### config.mk
export PLATFORM = sky130hd
export DESIGN_NAME = rmp_top
export DESIGN_NICKNAME = d
export VERILOG_FILES = /design/src/rtl/rmp_pkg.sv /design/src/rtl/rmp_reg_if.sv /design/src/rtl/rmp_region.sv /design/src/rtl/rmp_axil.sv /design/src/rtl/rmp_top.sv
export VERILOG_INCLUDE_DIRS = /design/src /design/src/rtl
export SDC_FILE = /design/constraint.sdc
export NUM_CORES = 2
export LEC_CHECK = 0
export ABC_CLOCK_PERIOD_IN_PS = 9100
export BUFFER_PORTS_ARGS = -buffer_cell sky130_fd_sc_hd__buf_2
export CORE_MARGIN = 1
export CORE_UTILIZATION = 62
export CTS_BUF_LIST = sky130_fd_sc_hd__clkbuf_8
export CTS_CLUSTER_DIAMETER = 120
export DETAILED_ROUTE_END_ITERATION = 8
export GPL_TIMING_DRIVEN = 1
export PLACE_DENSITY_LB_ADDON = 0.15
export SKIP_LAST_GASP = 1
export SLEW_MARGIN = 20
export SYNTH_ARGS = -nofsm -noshare
export SYNTH_HDL_FRONTEND = slang
export SYNTH_HIERARCHICAL = 1
export SYNTH_SLANG_ARGS = --single-unit
### constraint.sdc
create_clock -name clk -period 9.1 [get_ports clk]
set_input_delay 2.275 -clock clk [delete_from_list [all_inputs] [get_ports clk]]
set_output_delay 2.275 -clock clk [all_outputs]
set_load 0.03 [all_outputs]
### src/rtl/rmp_map.svh
`ifndef RMP_MAP_SVH
`define RMP_MAP_SVH

// region count, sub-region count and size limits (log2 of bytes)
`define RMP_NUM_REGIONS    8
`define RMP_SUB_COUNT      8
`define RMP_GRANULE_LOG2   5'h05
`define RMP_SUB_MIN_LOG2   5'h08

// register offsets (byte addresses)
`define RMP_OFS_CTRL       12'h000
`define RMP_OFS_STATUS     12'h004
`define RMP_OFS_CLEAR      12'h008
`define RMP_OFS_IRQ_EN     12'h00C
`define RMP_OFS_FAULT_ADDR 12'h010
`define RMP_OFS_FAULT_INFO 12'h014
`define RMP_OFS_REGION     12'h040
`define RMP_OFS_RGN_CTRL   12'h004

// control register fields
`define RMP_CTRL_EN        0
`define RMP_CTRL_BG        1

// region control fields
`define RMP_RC_EN          0
`define RMP_RC_SIZE_LO     1
`define RMP_RC_SIZE_HI     5
`define RMP_RC_SRD_LO      8
`define RMP_RC_SRD_HI      15
`define RMP_RC_AP_LO       16
`define RMP_RC_AP_HI       17
`define RMP_RC_XN          18
`define RMP_RC_ATTR_LO     24
`define RMP_RC_ATTR_HI     31

// status bits
`define RMP_ST_PERM        0
`define RMP_ST_FETCH       1
`define RMP_ST_NOMATCH     2
`define RMP_ST_W           3

// reset values
`define RMP_CTRL_RST       32'h0000_0000
`define RMP_RC_RST         32'h0000_0000
`define RMP_BG_ATTR        8'h00
`define RMP_BG_ID          4'hF

`endif

### src/rtl/rmp_pkg.sv
package rmp_pkg;

    // access permission of a region
    typedef enum logic [1:0]
    {
        RMP_AP_NONE = 2'b00,
        RMP_AP_RO   = 2'b01,
        RMP_AP_RW   = 2'b10,
        RMP_AP_RSV  = 2'b11
    } rmp_ap_t;

    // one region's settings
    typedef struct packed
    {
        logic [31:0] base;
        logic        en;
        logic [4:0]  size;
        logic [7:0]  srd;
        rmp_ap_t     ap;
        logic        xn;
        logic [7:0]  attr;
    } rmp_rcfg_t;

endpackage

### src/rtl/rmp_reg_if.sv
`timescale 1ns/10ps
interface rmp_reg_if;
    logic        wr_en;
    logic [11:0] wr_addr;
    logic [31:0] wr_data;
    logic        wr_ok;
    logic [11:0] rd_addr;
    logic [31:0] rd_data;
    logic        rd_ok;

    modport bus
    (
        output wr_en, wr_addr, wr_data, rd_addr,
        input  wr_ok, rd_data, rd_ok
    );
    modport regs
    (
        input  wr_en, wr_addr, wr_data, rd_addr,
        output wr_ok, rd_data, rd_ok
    );
endinterface

### src/rtl/rmp_region.sv
`timescale 1ns/10ps
`include "rmp_map.svh"
module rmp_region
    import rmp_pkg::*;
(
    input  wire rmp_rcfg_t   cfg,  // region settings
    input  wire logic [31:0] addr, // access address
    output logic             hit   // region covers the address
);
    logic [31:0] diff;
    logic [31:0] span;
    logic [31:0] sub_sh;
    logic [2:0]  sub_idx;
    logic        size_ok;
    logic        in_range;
    logic        sub_on;

    // range match over the naturally aligned block of 2^size bytes; size 31 matches the whole address space
    assign diff     = addr ^ cfg.base;
    assign span     = diff >> cfg.size;
    assign size_ok  = cfg.size >= `RMP_GRANULE_LOG2;
    assign in_range = (cfg.size == 5'h1F) || (span == 32'h0000_0000);
    // sub-region index is the top three bits inside the region
    assign sub_sh   = addr >> (cfg.size - 5'h03);
    assign sub_idx  = sub_sh[2:0];
    // small regions ignore the disable mask
    assign sub_on   = (cfg.size < `RMP_SUB_MIN_LOG2)
                      || !cfg.srd[sub_idx];
    assign hit      = cfg.en && size_ok && in_range && sub_on;
endmodule

### src/rtl/rmp_axil.sv
`timescale 1ns/10ps
module rmp_axil
(
    input  wire logic        clk,     // system clock
    input  wire logic        rstn,    // async reset, active low
    input  wire logic [11:0] awaddr,  // write address
    input  wire logic        awvalid, // write address valid
    output logic             awready, // write address ready
    input  wire logic [31:0] wdata,   // write data
    input  wire logic [3:0]  wstrb,   // byte strobes
    input  wire logic        wvalid,  // write data valid
    output logic             wready,  // write data ready
    output logic [1:0]       bresp,   // write response
    output logic             bvalid,  // write response valid
    input  wire logic        bready,  // write response ready
    input  wire logic [11:0] araddr,  // read address
    input  wire logic        arvalid, // read address valid
    output logic             arready, // read address ready
    output logic [31:0]      rdata,   // read data
    output logic [1:0]       rresp,   // read response
    output logic             rvalid,  // read data valid
    input  wire logic        rready,  // read data ready
    rmp_reg_if.bus           rif      // register file side
);
    logic        aw_full;
    logic        w_full;
    logic [11:0] aw_q;
    logic [31:0] w_q;
    logic        do_wr;

    // register file strobe once both halves are held
    assign do_wr       = aw_full && w_full && !bvalid;
    assign rif.wr_en   = do_wr;
    assign rif.wr_addr = aw_q;
    assign rif.wr_data = w_q;
    assign rif.rd_addr = araddr;

    // both halves caught in either order; ready reopens with the response
    always_ff @(posedge clk or negedge rstn)
    begin
        if (!rstn)
        begin
            aw_full <= 1'b0;
            w_full  <= 1'b0;
            aw_q    <= 12'h000;
            w_q     <= 32'h0000_0000;
            awready <= 1'b1;
            wready  <= 1'b1;
        end
        else
        begin
            if (awvalid && awready)
            begin
                aw_full <= 1'b1;
                aw_q    <= awaddr;
                awready <= 1'b0;
            end
            else if (do_wr)
                aw_full <= 1'b0;
            if (wvalid && wready)
            begin
                w_full <= 1'b1;
                w_q    <= wdata;  // strobes ignored: word registers
                wready <= 1'b0;
            end
            else if (do_wr)
                w_full <= 1'b0;
            if (bvalid && bready)
            begin
                awready <= 1'b1;
                wready  <= 1'b1;
            end
        end
    end

    // write response one cycle after both halves are held
    always_ff @(posedge clk or negedge rstn)
    begin
        if (!rstn)
        begin
            bvalid <= 1'b0;
            bresp  <= 2'b00;
        end
        else if (do_wr)
        begin
            bvalid <= 1'b1;
            bresp  <= rif.wr_ok ? 2'b00 : 2'b10;
        end
        else if (bready)
            bvalid <= 1'b0;
    end

    // read data one cycle after the address is taken
    always_ff @(posedge clk or negedge rstn)
    begin
        if (!rstn)
        begin
            rvalid  <= 1'b0;
            rdata   <= 32'h0000_0000;
            rresp   <= 2'b00;
            arready <= 1'b1;
        end
        else if (arvalid && arready)
        begin
            rvalid  <= 1'b1;
            rdata   <= rif.rd_data;
            rresp   <= rif.rd_ok ? 2'b00 : 2'b10;
            arready <= 1'b0;
        end
        else if (rready)
        begin
            rvalid  <= 1'b0;
            arready <= 1'b1;
        end
    end
endmodule

### src/rtl/rmp_top.sv
// The register addresses and register access over AXI4-Lite were chosen for this implementation.
`timescale 1ns/10ps
`include "rmp_map.svh"

// Behaviour
// - eight programmable regions, numbered zero to seven
// - sub-region split only for regions of 256 bytes or more
// - each of eight sub-regions disabled by its own mask bit
// - smallest granule is 32 bytes; 256 bytes gives eight of them
// - background region, id minus one, applies when nothing matches
// - highest-numbered matching region wins
// - priority order is fixed in hardware
// - regions may overlap or nest; priority resolves it
// - permission per region: none, read only, read and write
// - per-region fetch guard forbids instruction fetches
// - every region keeps its own settings
// - selected region's attributes are output with the access
module rmp_top
    import rmp_pkg::*;
#(
    parameter int NREG = `RMP_NUM_REGIONS  // number of regions
)
(
    input  wire logic        clk,          // system clock
    input  wire logic        rstn,         // async reset, active low
    input  wire logic [11:0] awaddr,       // axi write address
    input  wire logic        awvalid,      // axi write address valid
    output logic             awready,      // axi write address ready
    input  wire logic [31:0] wdata,        // axi write data
    input  wire logic [3:0]  wstrb,        // axi write strobes
    input  wire logic        wvalid,       // axi write data valid
    output logic             wready,       // axi write data ready
    output logic [1:0]       bresp,        // axi write response
    output logic             bvalid,       // axi write response valid
    input  wire logic        bready,       // axi write response ready
    input  wire logic [11:0] araddr,       // axi read address
    input  wire logic        arvalid,      // axi read address valid
    output logic             arready,      // axi read address ready
    output logic [31:0]      rdata,        // axi read data
    output logic [1:0]       rresp,        // axi read response
    output logic             rvalid,       // axi read data valid
    input  wire logic        rready,       // axi read data ready
    input  wire logic        acc_valid,    // core access request
    input  wire logic [31:0] acc_addr,     // access address
    input  wire logic        acc_write,    // access is a write
    input  wire logic        acc_fetch,    // access is an instruction fetch
    output logic             resp_valid,   // check result pulse
    output logic             resp_allow,   // access may complete
    output logic             resp_fault,   // access blocked, fault
    output logic [3:0]       resp_region,  // selected region, F = default
    output logic [7:0]       resp_attr,    // selected memory attributes
    output logic [31:0]      resp_addr,    // address of the checked access
    output logic             irq           // interrupt, level
);
    localparam logic [2:0] ST_ALL = 3'h7;

    rmp_reg_if rif ();

    logic [31:0]      ctrl;
    logic [2:0]       status;
    logic [2:0]       irq_en;
    logic [31:0]      fault_addr;
    logic [5:0]       fault_info;
    rmp_rcfg_t        rcfg [NREG];
    logic [NREG-1:0]  hits;
    logic             any_hit;
    logic [2:0]       win;
    rmp_rcfg_t        sel;
    logic             mpu_on;
    logic             bg_on;
    logic             perm_bad;
    logic             fetch_bad;
    logic             nomatch_bad;
    logic             bad;
    logic [3:0]       sel_id;
    logic [7:0]       sel_attr;
    logic [2:0]       ev;
    logic [2:0]       clr;
    logic [2:0]       next_status;
    logic             in_rgn;
    logic [2:0]       rgn_idx;
    logic             rgn_ctl;
    logic             wr_in_rgn;
    logic [2:0]       wr_idx;
    logic             wr_ctl;

    // bus slave
    rmp_axil u_axil
    (
        .clk     (clk),
        .rstn    (rstn),
        .awaddr  (awaddr),
        .awvalid (awvalid),
        .awready (awready),
        .wdata   (wdata),
        .wstrb   (wstrb),
        .wvalid  (wvalid),
        .wready  (wready),
        .bresp   (bresp),
        .bvalid  (bvalid),
        .bready  (bready),
        .araddr  (araddr),
        .arvalid (arvalid),
        .arready (arready),
        .rdata   (rdata),
        .rresp   (rresp),
        .rvalid  (rvalid),
        .rready  (rready),
        .rif     (rif.bus)
    );

    // one matcher per region, each fed only its own settings
    for (genvar g = 0; g < NREG; g++)
    begin : g_rgn
        rmp_region u_rgn
        (
            .cfg  (rcfg[g]),
            .addr (acc_addr),
            .hit  (hits[g])
        );
    end

    // fixed priority: scan upward so the highest hit is kept last
    always_comb
    begin
        win = 3'h0;
        for (int i = 0; i < NREG; i++)
            if (hits[i])
                win = 3'(i);
    end

    // selection and permission check
    assign any_hit     = |hits;
    assign sel         = rcfg[win];
    assign mpu_on      = ctrl[`RMP_CTRL_EN];
    assign bg_on       = ctrl[`RMP_CTRL_BG];
    assign sel_id      = any_hit ? {1'b0, win} : `RMP_BG_ID;
    assign sel_attr    = any_hit ? sel.attr : `RMP_BG_ATTR;
    assign perm_bad    = mpu_on && any_hit
                         && ((sel.ap == RMP_AP_NONE)
                         || (sel.ap == RMP_AP_RSV)
                         || (acc_write && sel.ap != RMP_AP_RW));
    assign fetch_bad   = mpu_on && any_hit && acc_fetch
                         && sel.xn;
    assign nomatch_bad = mpu_on && !any_hit && !bg_on;
    assign bad         = perm_bad || fetch_bad || nomatch_bad;

    // result of each access, one cycle after the request
    always_ff @(posedge clk or negedge rstn)
    begin
        if (!rstn)
        begin
            resp_valid  <= 1'b0;
            resp_allow  <= 1'b0;
            resp_fault  <= 1'b0;
            resp_region <= `RMP_BG_ID;
            resp_attr   <= `RMP_BG_ATTR;
            resp_addr   <= 32'h0000_0000;
        end
        else
        begin
            resp_valid <= acc_valid;
            resp_allow <= acc_valid && !bad;
            resp_fault <= acc_valid && bad;
            if (acc_valid)
            begin
                resp_region <= sel_id;
                resp_attr   <= sel_attr;
                resp_addr   <= acc_addr;
            end
        end
    end

    // fault events; a new event beats a clear in the same cycle
    assign ev          = acc_valid ? {nomatch_bad, fetch_bad, perm_bad}
                                   : 3'h0;
    assign clr         = (rif.wr_en && rif.wr_addr == `RMP_OFS_CLEAR)
                         ? rif.wr_data[2:0] : 3'h0;
    assign next_status = (status & ~clr) | ev;

    always_ff @(posedge clk or negedge rstn)
    begin
        if (!rstn)
        begin
            status     <= 3'h0;
            irq        <= 1'b0;
            fault_addr <= 32'h0000_0000;
            fault_info <= 6'h00;
        end
        else
        begin
            status <= next_status;
            irq    <= |(next_status & irq_en);
            if (acc_valid && bad)
            begin
                fault_addr <= acc_addr;
                fault_info <= {acc_fetch, acc_write, sel_id};
            end
        end
    end

    // address decode of the region area
    assign in_rgn    = rif.rd_addr[11:6] == 6'(`RMP_OFS_REGION >> 6);
    assign rgn_idx   = rif.rd_addr[5:3];
    assign rgn_ctl   = rif.rd_addr[2];
    assign wr_in_rgn = rif.wr_addr[11:6] == 6'(`RMP_OFS_REGION >> 6);
    assign wr_idx    = rif.wr_addr[5:3];
    assign wr_ctl    = rif.wr_addr[2];

    // register writes
    always_ff @(posedge clk or negedge rstn)
    begin
        if (!rstn)
        begin
            ctrl   <= `RMP_CTRL_RST;
            irq_en <= 3'h0;
            for (int i = 0; i < NREG; i++)
                rcfg[i] <= rmp_rcfg_t'(0);
        end
        else if (rif.wr_en)
        begin
            if (rif.wr_addr == `RMP_OFS_CTRL)
                ctrl <= {30'h0000_0000, rif.wr_data[1:0]};
            if (rif.wr_addr == `RMP_OFS_IRQ_EN)
                irq_en <= rif.wr_data[2:0] & ST_ALL;
            if (wr_in_rgn && !wr_ctl)
                rcfg[wr_idx].base <= {rif.wr_data[31:5], 5'h00};
            if (wr_in_rgn && wr_ctl)
            begin
                rcfg[wr_idx].en   <= rif.wr_data[`RMP_RC_EN];
                rcfg[wr_idx].size <=
                    rif.wr_data[`RMP_RC_SIZE_HI:`RMP_RC_SIZE_LO];
                rcfg[wr_idx].srd  <=
                    rif.wr_data[`RMP_RC_SRD_HI:`RMP_RC_SRD_LO];
                rcfg[wr_idx].ap   <=
                    rmp_ap_t'(rif.wr_data[`RMP_RC_AP_HI:`RMP_RC_AP_LO]);
                rcfg[wr_idx].xn   <= rif.wr_data[`RMP_RC_XN];
                rcfg[wr_idx].attr <=
                    rif.wr_data[`RMP_RC_ATTR_HI:`RMP_RC_ATTR_LO];
            end
        end
    end

    // map check for writes
    assign rif.wr_ok = wr_in_rgn
                       || rif.wr_addr == `RMP_OFS_CTRL
                       || rif.wr_addr == `RMP_OFS_STATUS
                       || rif.wr_addr == `RMP_OFS_CLEAR
                       || rif.wr_addr == `RMP_OFS_IRQ_EN
                       || rif.wr_addr == `RMP_OFS_FAULT_ADDR
                       || rif.wr_addr == `RMP_OFS_FAULT_INFO;

    // register reads; unmapped reads answer zero with an error
    always_comb
    begin
        rif.rd_data = 32'h0000_0000;
        rif.rd_ok   = 1'b1;
        if (in_rgn && !rgn_ctl)
            rif.rd_data = rcfg[rgn_idx].base;
        else if (in_rgn)
            rif.rd_data = {rcfg[rgn_idx].attr, 5'h00, rcfg[rgn_idx].xn,
                           rcfg[rgn_idx].ap, rcfg[rgn_idx].srd, 2'h0,
                           rcfg[rgn_idx].size, rcfg[rgn_idx].en};
        else
            unique case (rif.rd_addr)
                `RMP_OFS_CTRL:       rif.rd_data = ctrl;
                `RMP_OFS_STATUS:     rif.rd_data = {29'h0000_0000, status};
                `RMP_OFS_CLEAR:      rif.rd_data = 32'h0000_0000;
                `RMP_OFS_IRQ_EN:     rif.rd_data = {29'h0000_0000, irq_en};
                `RMP_OFS_FAULT_ADDR: rif.rd_data = fault_addr;
                `RMP_OFS_FAULT_INFO: rif.rd_data = {26'h000_0000,
                                                    fault_info};
                default:             rif.rd_ok   = 1'b0;
            endcase
    end
endmodule

==> impl_summary.md <==
Hold path
The hold path endpoint is u_axil/wready. Along the worst hold path, the cell count comes to 2. The path class of the tightest hold or removal check is flip-flop to flip-flop. The worst hold path begins at u_axil/wready.

Power
The internal portion of the total power is between 4 and 5 mW. The analysis attributes to net switching a power of 2.65 mW. Summed over all cells, the static leakage comes to 21.8 nW. The switching part of the total is 0.363.

The power per standard cell area is 155 nW/µm². The power after layout is 7.30 mW. The clock group share of total power is 0.333. IR analysis of the VDD net gives a maximum drop of approximately 190 µV. The combinational share of power is 0.185. The portion of total power attributed to sequential cells is 0.483.

Place
The wire-length estimate of the detail-placed layout is around 120,000 µm. The count of buffers added on input and output ports is between 150 and 200. Routability-driven placement finished with a final weighted congestion of 1.05.

CTS
The clock reaches the later pin of the worst-skew pair after approximately 0.76 ns. The number of setup buffers added after CTS is 0. The CTS tree is built.

The total number of H-tree levels is 3. The buffer cell driving the clock tree root is sky130_fd_sc_hd__clkbuf_8. The clock transition at the register clock pins on the worst setup and hold paths after CTS is 0.06 ns. Counting the buffers created by CTS gives between 90 and 100. The clock net sink count is just under 600. Once the clock tree was built, the resizer swapped 0 gates to a different size. The deepest clock path buffer count is 3. In this run, post-CTS hold repair placed 0 buffers.

Yosys
The cell area after technology mapping is 43,400 µm². Synthesis produced 3,681 cells. The distinct cell type count after synthesis is 106. Yosys mapped a number of flops with a built-in enable equal to 0. The most common cell in the synthesized netlist is sky130_fd_sc_hd__dfrtp_1. Counting instances in the post-synthesis netlist gives the leading cell types as sky130_fd_sc_hd__dfrtp_1 (588), sky130_fd_sc_hd__mux2_2 (550), sky130_fd_sc_hd__mux2i_1 (313). The most used flip-flop cell after synthesis is sky130_fd_sc_hd__dfrtp_1. The synthesized flop and latch total is 595. The fraction of post-synthesis cell area in the top cell type by area is 0.339.

The async set-or-reset flop fraction in the synthesized netlist is 1.00. The mean instance size in the synthesized netlist is approximately 12 µm². Ranked by total cell area, the synthesized netlist is headed by sky130_fd_sc_hd__dfrtp_1 (34%), sky130_fd_sc_hd__mux2_2 (14%), sky130_fd_sc_hd__mux4_2 (11%).

For this run, the register share of the synthesized area comes to 0.344. Summed over all instances, the cell type with the most area after synthesis is sky130_fd_sc_hd__dfrtp_1. The number of warning messages in the yosys log is 6.

Global route
Across every metal layer, demand over resource in global routing totals 0.469. Entering global routing, the biggest net connects 179 pins. The via count of the first global-routing pass is around 35,000. Global routing finished with a remaining overflow of 0. The first-pass GRT wire length is 241,000 µm. The initial antenna violation count came to 3.

Layout
The total of fill cells in the finished design is 5,149. For this run, the share of the core covered by cells in the final layout is 0.681. The net count reported at finish is roughly 4,000. The area added between synthesis and finish is 8.36%. Of the cells placed in the final design, the portion with a size suffix greater than 1 is 0.340.

Floorplanning
For this configuration, the core starts out at a cell density of 0.629. In this run the count of I/O pins placed on the die edge is 191. The core box area is 68,900 µm².

The placement row count is 96. The floorplan die area is 71,000 µm². The chip width is 266 µm. The die is approximately 270 µm tall.

Worst setup path
The critical path in this run is classified as primary input to flip-flop. STA puts the critical path data arrival time at 8.51 ns. In this run the worst path has a maximum fanout of 15. By instance count, the cell type seen most on the critical path is sky130_fd_sc_hd__o21ai_0.

The slowest stage cell on the critical path is sky130_fd_sc_hd__a211oi_1. For flop-to-flop paths, the worst setup slack is 1.43 ns. The worst setup path is launched from a primary input.

The number of cells on the worst reg-to-reg path is 22. In this run the critical register-to-register path is launched from rcfg[134]. The type of element capturing the critical path is a flip-flop. In this design, the stage delay of the slowest critical-path cell is 1.04 ns. The capture instance of the worst register-to-register path is fault_addr[7]. At the worst endpoint, the required time is 9.68 ns.

Walking the worst path, the cells encountered are buf_2, xor2_1, mux2i_1, a31oi_1, o221ai_1, o311ai_0, nor4_1, a31oi_1, a211oi_1, a21oi_1, o21a_1, nor2_1, nor2_1, o21ai_0, o21ai_0, ha_1, o21ai_0, a21oi_1, o21a_2, buf_4, mux2_2.

Routing
The routed via count divided by cell count is 7.41. The routed layout has 36,219 vias. The initial DRC count is 5,358. The total iterations of the first detailed-routing run is 7. Summed over all layers, the routed wires come to 167,000 µm. The remaining antenna violation count after routing is 0. The average wire per cell in the routed design is 34.1 µm. The detailed-route DRC error count is 0.

STA
The slew of the pin with the lowest slew margin is about 1.3 ns. Adding up every negative setup slack in the final design gives 0 ns. The count of final max-slew check failures is 0. The time the worst path needs with I/O delays and setup is 7.93 ns.

Setup repair after global routing left no endpoint under its margin. Of the available clock period, the critical path in the final layout requires 0.872. The count of final setup violators is 0. The relative slew slack is 0.145. Based on the critical path, the design can be clocked at up to 126 MHz. For the final database, setup skew stands at 0.0754 ns. The count of final hold-check violations is 0.

Status
The run finished with clean final reports.

Flow run
Across the run, the number of max-cap violations was 0.
## state kept, by name (all words and copies together), names as in the netlist, 6 cells and up
register	count
fault_addr	32
fault_info	6
rcfg	416
resp_addr	32
resp_attr	8
u_axil/rdata	32
u_axil/rif.wr_addr	12
u_axil/rif.wr_data	32
## cell usage in the layout (no fill, tap or decap), types with 38 or more instances in the layout
cell type | synthesis | final
sky130_fd_sc_hd__nor3_1 | 52 | 52
sky130_fd_sc_hd__buf_2 | 31 | 181
sky130_fd_sc_hd__nand2_1 | 206 | 206
sky130_fd_sc_hd__dfrtp_1 | 588 | 587
sky130_fd_sc_hd__nand3_1 | 79 | 79
sky130_fd_sc_hd__inv_1 | 36 | 77
sky130_fd_sc_hd__mux2_4 | 38 | 38
sky130_fd_sc_hd__mux4_2 | 212 | 212
sky130_fd_sc_hd__nor2_1 | 136 | 136
sky130_fd_sc_hd__o21ai_0 | 73 | 73
sky130_fd_sc_hd__a21oi_1 | 98 | 98
sky130_fd_sc_hd__mux2_2 | 550 | 550
sky130_fd_sc_hd__a32oi_1 | 55 | 55
sky130_fd_sc_hd__conb_1 | 2 | 42
sky130_fd_sc_hd__buf_4 | 51 | 121
sky130_fd_sc_hd__and2_1 | 63 | 63
sky130_fd_sc_hd__xnor2_1 | 160 | 160
sky130_fd_sc_hd__clkbuf_8 | 24 | 121
sky130_fd_sc_hd__o211ai_1 | 55 | 55
sky130_fd_sc_hd__mux2i_1 | 313 | 313
sky130_fd_sc_hd__xor2_1 | 123 | 123
## worst max-delay path: cells and delay by family
family | cells | cell delay, ns
AO/OA/AOI/OAI | 12 | 3.72
XOR/XNOR | 1 | 0.20
adder cells (fa/ha/maj) | 1 | 0.31
buffers and inverters | 2 | 0.89
multiplexers | 2 | 0.54
AND/OR/NAND/NOR | 3 | 0.57
## layout make-up
| class | instances | area (µm²) | share of cell area |
|---|---|---|---|
| timing repair buffer | 316 | 2090 | 0.0444 |
| antenna | 4 | 10.0 | 0.000213 |
| clock inverter | 62 | 352 | 0.00748 |
| multi-input combinational | 2805 | 26600 | 0.566 |
| sequential | 595 | 14900 | 0.317 |
| clock buffer | 121 | 1670 | 0.0354 |
| inverter | 56 | 218 | 0.00463 |
| tap | 931 | 1160 | 0.0248 |
## power by group through the flow
stage	Clock (mW)	Combinational, mW	Sequential (mW)
floorplan	0	0.904	3.11
global placement	0	1.26	3.49
detailed placement	0	1.29	3.52
CTS	2.44	1.30	3.48
global route	2.56	1.40	3.51
finish	2.43	1.35	3.52
## kinds of logic (layout without fill, tap and decap cells)
logic type | Yosys count | in the layout | share of synthesized area
AO/OA/AOI/OAI | 608 | 608 | 0.103
XOR/XNOR | 292 | 292 | 0.0621
adder cells (fa/ha/maj) | 17 | 17 | 0.00491
buffers and inverters | 321 | 555 | 0.0472
flip-flops | 595 | 595 | 0.344
multiplexers | 1149 | 1149 | 0.358
other | 2 | 46 | 0.000173
AND/OR/NAND/NOR | 697 | 697 | 0.0813
## metrics by stage
stage	instances	hold WS, ns	worst slack (ns)	cell area [µm²]
floorplan	3721	0.462	1.72	43500
global placement	4702	0.477	0.821	44900
detailed placement	4702	0.489	0.751	44900
CTS	4885	0.498	1.48	46900
global route	4887	0.518	1.11	47000
finish	4890	0.496	1.17	47000
## how the worst max path moves through the flow
stage / depth (start not counted) / to / slack (ns) / from
global placement: 20 / fault_addr[23] / 0.82 / acc_addr[25]
finish: 21 / fault_addr[7] / 1.17 / acc_addr[28]
CTS: 20 / fault_addr[7] / 1.48 / acc_addr[20]
detailed placement: 20 / fault_info[1] / 0.75 / acc_addr[20]
global route: 21 / fault_addr[7] / 1.11 / acc_addr[28]
floorplan: 20 / fault_addr[13] / 1.72 / acc_addr[10]
## layer usage
| metal | vias to the layer above | wire [µm] | track usage |
|---|---|---|---|
| met1 | 18274 | 61500 | 0.620 |
| met3 | 693 | 21500 | 0.139 |
| li1 | 14486 | - | - |
| met5 | - | 17 | 0 |
| met4 | 2 | 13900 | 0.322 |
| met2 | 2764 | 69900 | 0.664 |
No activity file was read; power rests on OpenSTA's default activity.
